[src/hw/adc_ctrl_pkg.sv]
// Package: register map, field layout, timing and carrier types of the converter control
// Operation
// - A zero-to-one write of the start bit converts the selected channel once.
// - On completion the result registers load and an interrupt request pulses.
// - Twelve-bit successive approximation, single conversion only, no scan or continuous mode.
// - Result reads as upper nibble in low bits of one register, low byte another.
// - Six-bit channel field in bits 6..1; code 0x2c selects the internal reference.
// - Converter clock select gives 8, 6, 4 or 3 MHz for codes 0..3.
// - Offset-cancel clock select gives 12, 8, 4 or 2 MHz for codes 0..3.
// - Conversion runs pre-delay, sampling, gap, bit decision and a 200 ns tail.
// - Pre-sample delay lasts the number of converter periods chosen by its field.
// - Sampling lasts four times sample setting plus one converter periods.
// - Gap after sampling lasts three plus the gap setting converter periods.
// - Bit decision lasts fourteen converter periods: twelve bits plus two.
// - Result is linear: 4096 codes span the selected reference voltage.
// - Hardware clears the start bit at the end; the interrupt flag is software cleared (here adc_irq is a one-cycle pulse with no flag to clear).
// - Pre-sample delay codes 0..3 give 0, 2, 4 or 8 converter periods.
// - Converter power-down bit disables the converter when one; resets to one.
// - Each analog pin enable bit connects one channel pin to the converter.
`default_nettype none

package adc_ctrl_pkg;

  // Special function register offsets
  localparam logic [7:0] SFR_SPT = 8'hc1;
  localparam logic [7:0] SFR_SCAN = 8'hc3;
  localparam logic [7:0] SFR_CKC = 8'hc4;
  localparam logic [7:0] SFR_RDH = 8'hc5;
  localparam logic [7:0] SFR_RDL = 8'hc6;

  // Secondary bus register offsets
  localparam logic [7:0] SEC_PIN0 = 8'h2a;
  localparam logic [7:0] SEC_PD = 8'h2d;
  localparam logic [7:0] SEC_CFG = 8'h32;
  localparam logic [7:0] SEC_EXT = 8'h42;
  localparam logic [7:0] SEC_PIN1 = 8'h53;
  localparam logic [7:0] SEC_PIN2 = 8'h54;
  localparam logic [7:0] SEC_PIN3 = 8'h55;
  localparam logic [7:0] SEC_PIN4 = 8'h56;
  localparam logic [7:0] SEC_PIN5 = 8'h57;

  // Reset values
  localparam logic [7:0] RST_ZERO = 8'h00;
  localparam logic [7:0] RST_PD = 8'hff;
  localparam logic [5:0] RST_EXT = 6'h02;

  // Field positions
  localparam int SCAN_START_BIT = 0;
  localparam int SCAN_CHAN_LSB = 1;
  localparam int CKC_CK_LSB = 0;
  localparam int CKC_CKV_LSB = 2;
  localparam int CKC_DEL_LSB = 4;
  localparam int CKC_SAMBG_BIT = 6;
  localparam int CKC_FILT_BIT = 7;
  localparam int CFG_GAP_LSB = 2;
  localparam int PD_CONV_BIT = 0;
  localparam logic [5:0] CHAN_REF = 6'h2c;

  // Timing
  localparam logic [5:0] SYS_CLK_MHZ = 6'h19;
  localparam int SYS_PERIOD_NS = 40;
  localparam int TAIL_NS = 200;
  localparam logic [10:0] TAIL_CYCLES = 11'((TAIL_NS + SYS_PERIOD_NS - 1) / SYS_PERIOD_NS);
  localparam logic [10:0] SAMPLE_MULT = 11'h004;
  localparam logic [10:0] GAP_BASE = 11'h003;
  localparam logic [10:0] DECIDE_TICKS = 11'h00e;
  localparam logic [10:0] RESULT_BITS = 11'h00c;
  localparam logic [11:0] SAR_MSB = 12'h800;

  typedef enum logic [5:0] {
    ST_IDLE = 6'h01,
    ST_PRE = 6'h02,
    ST_SAMP = 6'h04,
    ST_GAP = 6'h08,
    ST_DECIDE = 6'h10,
    ST_TAIL = 6'h20
  } conv_state_t;

  typedef struct packed {
    logic sample_en;
    logic converting;
    logic [5:0] channel;
    logic [11:0] dac_code;
  } front_t;

  typedef struct packed {
    logic filter_en;
    logic sample_gap_sel;
    logic ref_sel;
    logic internal_reference_level_select;
    logic [1:0] vref_chan_sel;
    logic [1:0] offset_timing_sel;
    logic [1:0] bias_sel;
  } analog_cfg_t;

  function automatic logic addr_hit(input logic [7:0] a, input logic [7:0] b);
    return a == b;
  endfunction

  // Rates in MHz; the divider spreads ticks evenly over the 25 MHz clock
  function automatic logic [4:0] conv_rate(input logic [1:0] sel);
    case (sel)
      2'h0: return 5'h08;
      2'h1: return 5'h06;
      2'h2: return 5'h04;
      default: return 5'h03;
    endcase
  endfunction

  function automatic logic [4:0] oc_rate(input logic [1:0] sel);
    case (sel)
      2'h0: return 5'h0c;
      2'h1: return 5'h08;
      2'h2: return 5'h04;
      default: return 5'h02;
    endcase
  endfunction

  function automatic logic [10:0] presample_len(input logic [1:0] sel);
    case (sel)
      2'h0: return 11'h000;
      2'h1: return 11'h002;
      2'h2: return 11'h004;
      default: return 11'h008;
    endcase
  endfunction

endpackage

`default_nettype wire

[src/hw/adc_ctrl.sv]
// Converter control: registers, conversion sequencer and front-end drive
`timescale 1ns/100ps
`default_nettype none

module adc_ctrl
  import adc_ctrl_pkg::*;
(
  input wire logic clk,
  input wire logic rst,
  input wire logic [7:0] sfr_addr,
  input wire logic sfr_wr,
  input wire logic [7:0] sfr_wdata,
  output logic [7:0] sfr_rdata,
  input wire logic [7:0] sec_addr,
  input wire logic sec_wr,
  input wire logic [7:0] sec_wdata,
  output logic [7:0] sec_rdata,
  input wire logic comp_hi_pin,
  output front_t front,
  output analog_cfg_t analog_cfg,
  output logic [43:0] pin_enable,
  output logic converter_pd,
  output logic oc_clk_en,
  output logic adc_irq
);

  logic [7:0] spt_ff;
  logic [5:0] chan_ff;
  logic start_ff;
  logic [7:0] ckc_ff;
  logic [11:0] result_ff;
  logic [6:0] pin0_ff;
  logic [7:0] pin_mid_ff [4];
  logic [4:0] pin5_ff;
  logic [7:0] pd_ff;
  logic [6:0] cfg_ff;
  logic [5:0] ext_ff;
  logic [7:0] sfr_rdata_ff;
  logic [7:0] sec_rdata_ff;
  logic comp_meta_ff;
  logic comp_sync_ff;
  logic oc_clk_en_ff;
  logic irq_ff;
  logic sample_en_ff;
  logic converting_ff;
  logic [5:0] cur_chan_ff;
  logic [1:0] lat_del_ff;
  logic [7:0] lat_spt_ff;
  logic [4:0] lat_gap_ff;
  conv_state_t state_ff;
  conv_state_t nxt_state;
  logic [10:0] ticks_ff;
  logic [10:0] cur_len;
  logic [10:0] samp_len;
  logic [10:0] gap_len;
  logic conv_tick;
  logic oc_tick;
  logic pd_now;
  logic start_go;
  logic phase_last;
  logic done;
  logic sar_load;
  logic sar_step;
  logic [11:0] sar_code;
  logic sfr_we_spt;
  logic sfr_we_scan;
  logic sfr_we_ckc;

  assign sfr_we_spt = sfr_wr && addr_hit(sfr_addr, SFR_SPT);
  assign sfr_we_scan = sfr_wr && addr_hit(sfr_addr, SFR_SCAN);
  assign sfr_we_ckc = sfr_wr && addr_hit(sfr_addr, SFR_CKC);
  assign pd_now = pd_ff[PD_CONV_BIT];

  // Software configuration registers
  always_ff @(posedge clk or posedge rst)
    if (rst)
      spt_ff <= RST_ZERO;
    else if (sfr_we_spt)
      spt_ff <= sfr_wdata;

  always_ff @(posedge clk or posedge rst)
    if (rst)
      chan_ff <= 6'h00;
    else if (sfr_we_scan)
      chan_ff <= sfr_wdata[SCAN_CHAN_LSB +: 6];

  always_ff @(posedge clk or posedge rst)
    if (rst)
      ckc_ff <= RST_ZERO;
    else if (sfr_we_ckc)
      ckc_ff <= sfr_wdata;

  always_ff @(posedge clk or posedge rst)
    if (rst)
      pin0_ff <= 7'h00;
    else if (sec_wr && addr_hit(sec_addr, SEC_PIN0))
      pin0_ff <= sec_wdata[6:0];

  genvar g;
  generate
    for (g = 0; g < 4; g++)
    begin : g_pin_mid
      always_ff @(posedge clk or posedge rst)
        if (rst)
          pin_mid_ff[g] <= RST_ZERO;
        else if (sec_wr && addr_hit(sec_addr, SEC_PIN1 + 8'(g)))
          pin_mid_ff[g] <= sec_wdata;
    end
  endgenerate

  always_ff @(posedge clk or posedge rst)
    if (rst)
      pin5_ff <= 5'h00;
    else if (sec_wr && addr_hit(sec_addr, SEC_PIN5))
      pin5_ff <= sec_wdata[4:0];

  // Other bits of this byte belong to neighbouring analog blocks; stored for readback
  always_ff @(posedge clk or posedge rst)
    if (rst)
      pd_ff <= RST_PD;
    else if (sec_wr && addr_hit(sec_addr, SEC_PD))
      pd_ff <= sec_wdata;

  always_ff @(posedge clk or posedge rst)
    if (rst)
      cfg_ff <= 7'h00;
    else if (sec_wr && addr_hit(sec_addr, SEC_CFG))
      cfg_ff <= sec_wdata[6:0];

  always_ff @(posedge clk or posedge rst)
    if (rst)
      ext_ff <= RST_EXT;
    else if (sec_wr && addr_hit(sec_addr, SEC_EXT))
      ext_ff <= sec_wdata[5:0];

  // Comparator crosses from the analog side
  always_ff @(posedge clk or posedge rst)
    if (rst)
    begin
      comp_meta_ff <= 1'b0;
      comp_sync_ff <= 1'b0;
    end
    else
    begin
      comp_meta_ff <= comp_hi_pin;
      comp_sync_ff <= comp_meta_ff;
    end

  clk_enable_gen u_conv_tick (
    .clk(clk),
    .rst(rst),
    .rate(conv_rate(ckc_ff[CKC_CK_LSB +: 2])),
    .tick(conv_tick)
  );

  clk_enable_gen u_oc_tick (
    .clk(clk),
    .rst(rst),
    .rate(oc_rate(ckc_ff[CKC_CKV_LSB +: 2])),
    .tick(oc_tick)
  );

  always_ff @(posedge clk or posedge rst)
    if (rst)
      oc_clk_en_ff <= 1'b0;
    else
      oc_clk_en_ff <= oc_tick && !pd_now;

  // Start only from idle with the bit clear; a start bit written during a run is ignored, though the channel field still loads
  assign start_go = sfr_we_scan && sfr_wdata[SCAN_START_BIT] && !start_ff
    && state_ff == ST_IDLE && !pd_now;

  // Delay, sample and gap fields are frozen for the whole conversion; the converter clock select is not
  always_ff @(posedge clk or posedge rst)
    if (rst)
    begin
      cur_chan_ff <= 6'h00;
      lat_del_ff <= 2'h0;
      lat_spt_ff <= RST_ZERO;
      lat_gap_ff <= 5'h00;
    end
    else if (start_go)
    begin
      cur_chan_ff <= sfr_wdata[SCAN_CHAN_LSB +: 6];
      lat_del_ff <= ckc_ff[CKC_DEL_LSB +: 2];
      lat_spt_ff <= spt_ff;
      lat_gap_ff <= cfg_ff[CFG_GAP_LSB +: 5];
    end

  assign samp_len = {1'b0, lat_spt_ff, 2'b00} + SAMPLE_MULT;
  assign gap_len = {6'h00, lat_gap_ff} + GAP_BASE;

  always_comb
  begin
    case (state_ff)
      ST_PRE: cur_len = presample_len(lat_del_ff);
      ST_SAMP: cur_len = samp_len;
      ST_GAP: cur_len = gap_len;
      ST_DECIDE: cur_len = DECIDE_TICKS;
      ST_TAIL: cur_len = TAIL_CYCLES;
      default: cur_len = 11'h000;
    endcase
  end

  // Tail counts system cycles; the other phases count converter periods
  assign phase_last = (state_ff == ST_TAIL) ? (ticks_ff == cur_len - 11'h001)
    : (conv_tick && ticks_ff == cur_len - 11'h001);

  always_comb
  begin
    nxt_state = state_ff;
    if (pd_now && state_ff != ST_IDLE)
      nxt_state = ST_IDLE;
    else
      case (state_ff)
        ST_IDLE:
          if (start_go)
            nxt_state = (presample_len(ckc_ff[CKC_DEL_LSB +: 2]) == 11'h000) ? ST_SAMP : ST_PRE;
        ST_PRE:
          if (phase_last)
            nxt_state = ST_SAMP;
        ST_SAMP:
          if (phase_last)
            nxt_state = ST_GAP;
        ST_GAP:
          if (phase_last)
            nxt_state = ST_DECIDE;
        ST_DECIDE:
          if (phase_last)
            nxt_state = ST_TAIL;
        ST_TAIL:
          if (phase_last)
            nxt_state = ST_IDLE;
        default:
          nxt_state = ST_IDLE;
      endcase
  end

  always_ff @(posedge clk or posedge rst)
    if (rst)
      state_ff <= ST_IDLE;
    else
      state_ff <= nxt_state;

  always_ff @(posedge clk or posedge rst)
    if (rst)
      ticks_ff <= 11'h000;
    else if (nxt_state != state_ff)
      ticks_ff <= 11'h000;
    else if (state_ff == ST_TAIL || (state_ff != ST_IDLE && conv_tick))
      ticks_ff <= ticks_ff + 11'h001;

  assign done = state_ff == ST_TAIL && phase_last && !pd_now;

  // Only twelve of the fourteen decision periods step the register
  assign sar_load = state_ff == ST_GAP && nxt_state == ST_DECIDE;
  assign sar_step = state_ff == ST_DECIDE && conv_tick && ticks_ff < RESULT_BITS;

  sar_engine u_sar (
    .clk(clk),
    .rst(rst),
    .load(sar_load),
    .step(sar_step),
    .comp_hi(comp_sync_ff),
    .code(sar_code)
  );

  always_ff @(posedge clk or posedge rst)
    if (rst)
      start_ff <= 1'b0;
    else if (done || (pd_now && state_ff != ST_IDLE))
      start_ff <= 1'b0;
    else if (start_go)
      start_ff <= 1'b1;

  always_ff @(posedge clk or posedge rst)
    if (rst)
      result_ff <= 12'h000;
    else if (done)
      result_ff <= sar_code;

  always_ff @(posedge clk or posedge rst)
    if (rst)
      irq_ff <= 1'b0;
    else
      irq_ff <= done;

  always_ff @(posedge clk or posedge rst)
    if (rst)
    begin
      sample_en_ff <= 1'b0;
      converting_ff <= 1'b0;
    end
    else
    begin
      sample_en_ff <= nxt_state == ST_SAMP;
      converting_ff <= nxt_state != ST_IDLE;
    end

  // Reads have no side effects; data follow the address one cycle later
  always_ff @(posedge clk or posedge rst)
    if (rst)
      sfr_rdata_ff <= RST_ZERO;
    else
      case (sfr_addr)
        SFR_SPT: sfr_rdata_ff <= spt_ff;
        SFR_SCAN: sfr_rdata_ff <= {1'b0, chan_ff, start_ff};
        SFR_CKC: sfr_rdata_ff <= ckc_ff;
        SFR_RDH: sfr_rdata_ff <= {4'h0, result_ff[11:8]};
        SFR_RDL: sfr_rdata_ff <= result_ff[7:0];
        default: sfr_rdata_ff <= RST_ZERO;
      endcase

  always_ff @(posedge clk or posedge rst)
    if (rst)
      sec_rdata_ff <= RST_ZERO;
    else
      case (sec_addr)
        SEC_PIN0: sec_rdata_ff <= {1'b0, pin0_ff};
        SEC_PD: sec_rdata_ff <= pd_ff;
        SEC_CFG: sec_rdata_ff <= {1'b0, cfg_ff};
        SEC_EXT: sec_rdata_ff <= {2'h0, ext_ff};
        SEC_PIN1: sec_rdata_ff <= pin_mid_ff[0];
        SEC_PIN2: sec_rdata_ff <= pin_mid_ff[1];
        SEC_PIN3: sec_rdata_ff <= pin_mid_ff[2];
        SEC_PIN4: sec_rdata_ff <= pin_mid_ff[3];
        SEC_PIN5: sec_rdata_ff <= {3'h0, pin5_ff};
        default: sec_rdata_ff <= RST_ZERO;
      endcase

  assign sfr_rdata = sfr_rdata_ff;
  assign sec_rdata = sec_rdata_ff;
  assign front = '{sample_en: sample_en_ff, converting: converting_ff,
    channel: cur_chan_ff, dac_code: sar_code};
  assign analog_cfg = '{filter_en: ckc_ff[CKC_FILT_BIT], sample_gap_sel: ckc_ff[CKC_SAMBG_BIT],
    ref_sel: ext_ff[5], internal_reference_level_select: ext_ff[4],
    vref_chan_sel: ext_ff[3:2], offset_timing_sel: ext_ff[1:0], bias_sel: cfg_ff[1:0]};
  assign pin_enable = {pin5_ff, pin_mid_ff[3], pin_mid_ff[2], pin_mid_ff[1], pin_mid_ff[0],
    pin0_ff};
  assign converter_pd = pd_now;
  assign oc_clk_en = oc_clk_en_ff;
  assign adc_irq = irq_ff;
endmodule // adc_ctrl

`default_nettype wire

[src/hw/clk_enable_gen.sv]
// Fractional divider producing an enable pulse at a chosen rate in MHz
`timescale 1ns/100ps
`default_nettype none

module clk_enable_gen
  import adc_ctrl_pkg::*;
(
  input wire logic clk,
  input wire logic rst,
  input wire logic [4:0] rate,
  output logic tick
);

  logic [4:0] acc_ff;
  logic tick_ff;
  logic [5:0] sum;

  // Average rate is exact; single ticks jitter by one system cycle
  assign sum = {1'b0, acc_ff} + {1'b0, rate};

  always_ff @(posedge clk or posedge rst)
    if (rst)
    begin
      acc_ff <= 5'h00;
      tick_ff <= 1'b0;
    end
    else if (sum >= SYS_CLK_MHZ)
    begin
      acc_ff <= 5'(sum - SYS_CLK_MHZ);
      tick_ff <= 1'b1;
    end
    else
    begin
      acc_ff <= sum[4:0];
      tick_ff <= 1'b0;
    end

  assign tick = tick_ff;

endmodule // clk_enable_gen

`default_nettype wire

[src/hw/sar_engine.sv]
// Successive approximation register: one bit decided per step
`timescale 1ns/100ps
`default_nettype none

module sar_engine
  import adc_ctrl_pkg::*;
(
  input wire logic clk,
  input wire logic rst,
  input wire logic load,
  input wire logic step,
  input wire logic comp_hi,
  output logic [11:0] code
);

  logic [11:0] code_ff;
  logic [11:0] mask_ff;

  // Binary weighted trial, MSB first, so the code is linear in the reference
  always_ff @(posedge clk or posedge rst)
    if (rst)
    begin
      code_ff <= 12'h000;
      mask_ff <= 12'h000;
    end
    else if (load)
    begin
      code_ff <= SAR_MSB;
      mask_ff <= SAR_MSB;
    end
    else if (step && mask_ff != 12'h000)
    begin
      code_ff <= (comp_hi ? code_ff : (code_ff & ~mask_ff)) | (mask_ff >> 1);
      mask_ff <= mask_ff >> 1;
    end

  assign code = code_ff;

endmodule // sar_engine

`default_nettype wire

[config.mk]
export PLATFORM = sky130hd
export DESIGN_NAME = adc_ctrl
export DESIGN_NICKNAME = d
export VERILOG_FILES = /design/src/hw/adc_ctrl_pkg.sv /design/src/hw/adc_ctrl.sv /design/src/hw/clk_enable_gen.sv /design/src/hw/sar_engine.sv
export SDC_FILE = /design/constraint.sdc
export NUM_CORES = 1
export LEC_CHECK = 0
export BUFFER_PORTS_ARGS = -buffer_cell sky130_fd_sc_hd__buf_2
export CAP_MARGIN = 30
export CORE_UTILIZATION = 50
export CTS_CLUSTER_DIAMETER = 60
export DETAILED_ROUTE_END_ITERATION = 7
export PLACE_DENSITY = 0.82
export SYNTH_ARGS = -nofsm -noshare
export SYNTH_HDL_FRONTEND = slang
export SYNTH_HIERARCHICAL = 1
export SYNTH_SLANG_ARGS = --single-unit
[constraint.sdc]
create_clock -name clk -period 8.3 [get_ports clk]
set_clock_uncertainty 0.15 [all_clocks]
set_input_delay 1.66 -clock clk [delete_from_list [all_inputs] [get_ports clk]]
set_output_delay 1.66 -clock clk [all_outputs]
set_load 0.02 [all_outputs]
==> flow_metrics.env <==
export IMPL_drtAntennaViolNets=0
export IMPL_cts_sinks=196
export IMPL_ios=130
export IMPL_synth_top_family_by_area="multiplexers"
export IMPL_cts_htree_levels=4
export IMPL_drv_slew=0
export IMPL_p_leak_nw=5.60
export IMPL_start_util_pct=51.4
export IMPL_yosys_area_share_simple_pct=13.5
export IMPL_grt_pass1_wl_um=39100
export IMPL_worst_slew_pin_slew_ps=917
export IMPL_vias_per_cell=5.90
export IMPL_rsz0062_at_grt="no"
export IMPL_ys_seq_area_share_pct=48.7
export IMPL_min_path_type="flop to flop"
export IMPL_cp_slowest_cell="nor3b_4"
export IMPL_fin_util_pct=58.7
export IMPL_drt_wl_total_um=24000
export IMPL_crit_arrival_ps=4820
export IMPL_clk_pin_slew_ps=80
export IMPL_finalHoldViolCount=0
export IMPL_place_area_sq_um=10900
export IMPL_pre_cts_ws_ps=3340
export IMPL_drtIter0Drc=713
export IMPL_setup_ws_ps=3660
export IMPL_critPathLaunch="state_ff[1]$_DFF_PP0_"
export IMPL_areaGrowthSynthToFinish_pct=14.1
export IMPL_die_h_um=144
export IMPL_cts_resized_gates=0
export IMPL_via_count=7565
export IMPL_overflow=0
export IMPL_hp_start="comp_meta_ff$_DFF_PP0_"
export IMPL_critPathKind="flop to flop"
export IMPL_outcome="complete, no violations"
export IMPL_slowest_delay_ps=750
export IMPL_synth_compound_area_share_pct=12.0
export IMPL_postCtsSetupBuffers=0
export IMPL_yosys_mux_area_fraction_pct=15.8
export IMPL_path_max_fanout=14
export IMPL_synth_enable_flop_cells=0
export IMPL_multi_input_area_sq_um=4880
export IMPL_drive_gt1_share_pct=32.8
export IMPL_netlist_instances=889
export IMPL_core_sq_um=19700
export IMPL_register_area_sq_um=4920
export IMPL_cts_buffers=17
export IMPL_period_share_pct=56.0
export IMPL_setup_violations=0
export IMPL_clk_path_buf_depth=2
export IMPL_period_needed_ps=4640
export IMPL_path_cells="or4_1 -> nor3b_1 -> a31oi_1 -> ha_1 -> inv_1 -> a211oi_1 -> xnor2_1 -> nor4_1 -> o311ai_1 -> nor3_2 -> nor3b_4 -> mux2_2"
export IMPL_final_cells=1282
export IMPL_ys_flop_type="dfrtp_1"
export IMPL_detailed_place_hpwl_um=17400
export IMPL_fillers=1619
export IMPL_design_area_sq_um=11500
export IMPL_ys_ff_latch=196
export IMPL_die_w_um=144
export IMPL_end_kind="flop"
export IMPL_slew_headroom_pct=38.8
export IMPL_total_power_mw=2.37
export IMPL_routedWlPerCell_um=18.7
export IMPL_gp_congestion=0.872
export IMPL_port_buffers=129
export IMPL_async_flop_share_pct=100
export IMPL_cp_start_kind="flop"
export IMPL_drt_pass1_iterations=7
export IMPL_grt_max_degree=106
export IMPL_cts_tree="yes"
export IMPL_n_antenna_cell=0
export IMPL_critPathRequiredTime_ps=8470
export IMPL_syn_area_sq_um=10100
export IMPL_grt_usage_pct=24.3
export IMPL_synth_top_area_cell="dfrtp_1"
export IMPL_synth_top_area_share_pct=46.1
export IMPL_setup_tns_ps=0
export IMPL_synth_xor_area_share_pct=3.64
export IMPL_synthDistinctLibCells=75
export IMPL_root_buffer="clkbuf_16"
export IMPL_drv_cap=0
export IMPL_die_area_sq_um=20800
export IMPL_clk_latency_ps=430
export IMPL_synth_fa_ha_area_share_pct=3.00
export IMPL_dp_cells=1250
export IMPL_final_nets=1064
export IMPL_fmax_mhz=215
export IMPL_antenna_found_initial=0
export IMPL_timing_rr_start="state_ff[1]$_DFF_PP0_"
export IMPL_hold_ws_ps=213
export IMPL_rows=51
export IMPL_grt_pass1_vias=7426
export IMPL_peakVddDrop_uv=163
export IMPL_cts_hold_buf=0
export IMPL_power_per_cell_area_nw_per_um2=206
export IMPL_syn_avg_cell_area_sq_um=11.4
export IMPL_synth_area_leaders="dfrtp_1, mux2_2, dfstp_2"
export IMPL_drc_errors=0
export IMPL_yosys_warnings=6
[cells by family after synthesis]
| family | Yosys count |
|---|---|
| AOI/OAI and AO/OA | 160 |
| xor gates and xnor gates | 42 |
| adders and majority gates | 23 |
| buffers and inverters | 69 |
| DFF | 196 |
| muxes | 141 |
| other | 1 |
| and+or+nand+nor | 257 |
[registers in the layout, indices dropped and copies added (netlist names), 8 cells and up]
name           flops
pin_enable        32
result_ff         12
u_sar/code        12
u_sar/mask_ff     12
ticks_ff          11
ckc_ff             8
lat_spt_ff         8
pd_ff              8
sec_rdata          8
sfr_rdata          8
spt_ff             8
[worst paths after layout]
kind                                                  to  slack, ps  depth (start not counted)
min in group asynchronous  u_oc_tick/acc_ff[3]$_DFF_PP0_       1070                          2
max in group asynchronous     pin_enable[10]$_DFFE_PP0P_       5410                          3
hold reg to reg                   comp_sync_ff$_DFF_PP0_        210                          0
hold / removal                    comp_sync_ff$_DFF_PP0_        210                          0
setup reg to reg               result_ff[10]$_DFFE_PP0P_       3660                         12
setup / recovery               result_ff[10]$_DFFE_PP0P_       3660                         12
[placed cells by master, fill, tap and decap left out, drive strengths merged, types with 16 or more instances in the layout]
cell type | netlist | final
nand3 | 19 | 19
a22oi | 18 | 18
buf | 19 | 135
mux2i | 24 | 24
mux2 | 116 | 116
ha | 21 | 21
xnor2 | 28 | 28
nand2 | 67 | 67
nor2 | 62 | 62
dfrtp | 186 | 186
clkbuf | 22 | 17
a21oi | 44 | 44
nand2b | 16 | 16
inv | 28 | 37
[layout make-up]
| cell class | count | area share (%) |
|---|---|---|
| Inverter | 28 | 0.955 |
| Timing Repair Buffer | 135 | 5.97 |
| Clock inverter | 15 | 1.56 |
| Multi-Input combinational cell | 626 | 42.3 |
| Clock buffer | 17 | 3.69 |
| Sequential cell | 196 | 42.6 |
| Tap cell | 265 | 2.88 |
[worst max-delay path, delay by kind of cell, from the launching register on]
family | cells | cell delay (ps)
AOI/OAI and AO/OA | 3 | 430
buffers and inverters | 1 | 90
muxes | 1 | 420
xor gates and xnor gates | 1 | 160
adders and majority gates | 1 | 270
DFF | 1 | 510
and+or+nand+nor | 5 | 2490
[cells in the mapped netlist, types with 16 or more instances]
library cell  instances
nor2_1               62
clkbuf_1             22
nand2_1              67
mux2i_1              24
dfrtp_1             186
a22oi_1              18
ha_1                 21
nand2b_1             16
xnor2_1              28
inv_1                28
mux2_2              108
a21oi_1              42
nand3_1              19
[per-layer routing]
layer	wire length (um)	global-route usage [%]	vias up
met1	10300	32.2	3771
met2	11700	39.6	289
met5	0	0	-
li1	-	-	3466
met3	1570	5.13	39
met4	500	8.14	0
[where the power goes]
part	leakage (nW)	total, mW	switching (mW)	internal (mW)
combinational	2.68	0.491	0.292	0.199
sequential	2.63	1.05	0.0340	1.01
clock	0.291	0.831	0.420	0.411
No activity file was read; power rests on OpenSTA's default activity.
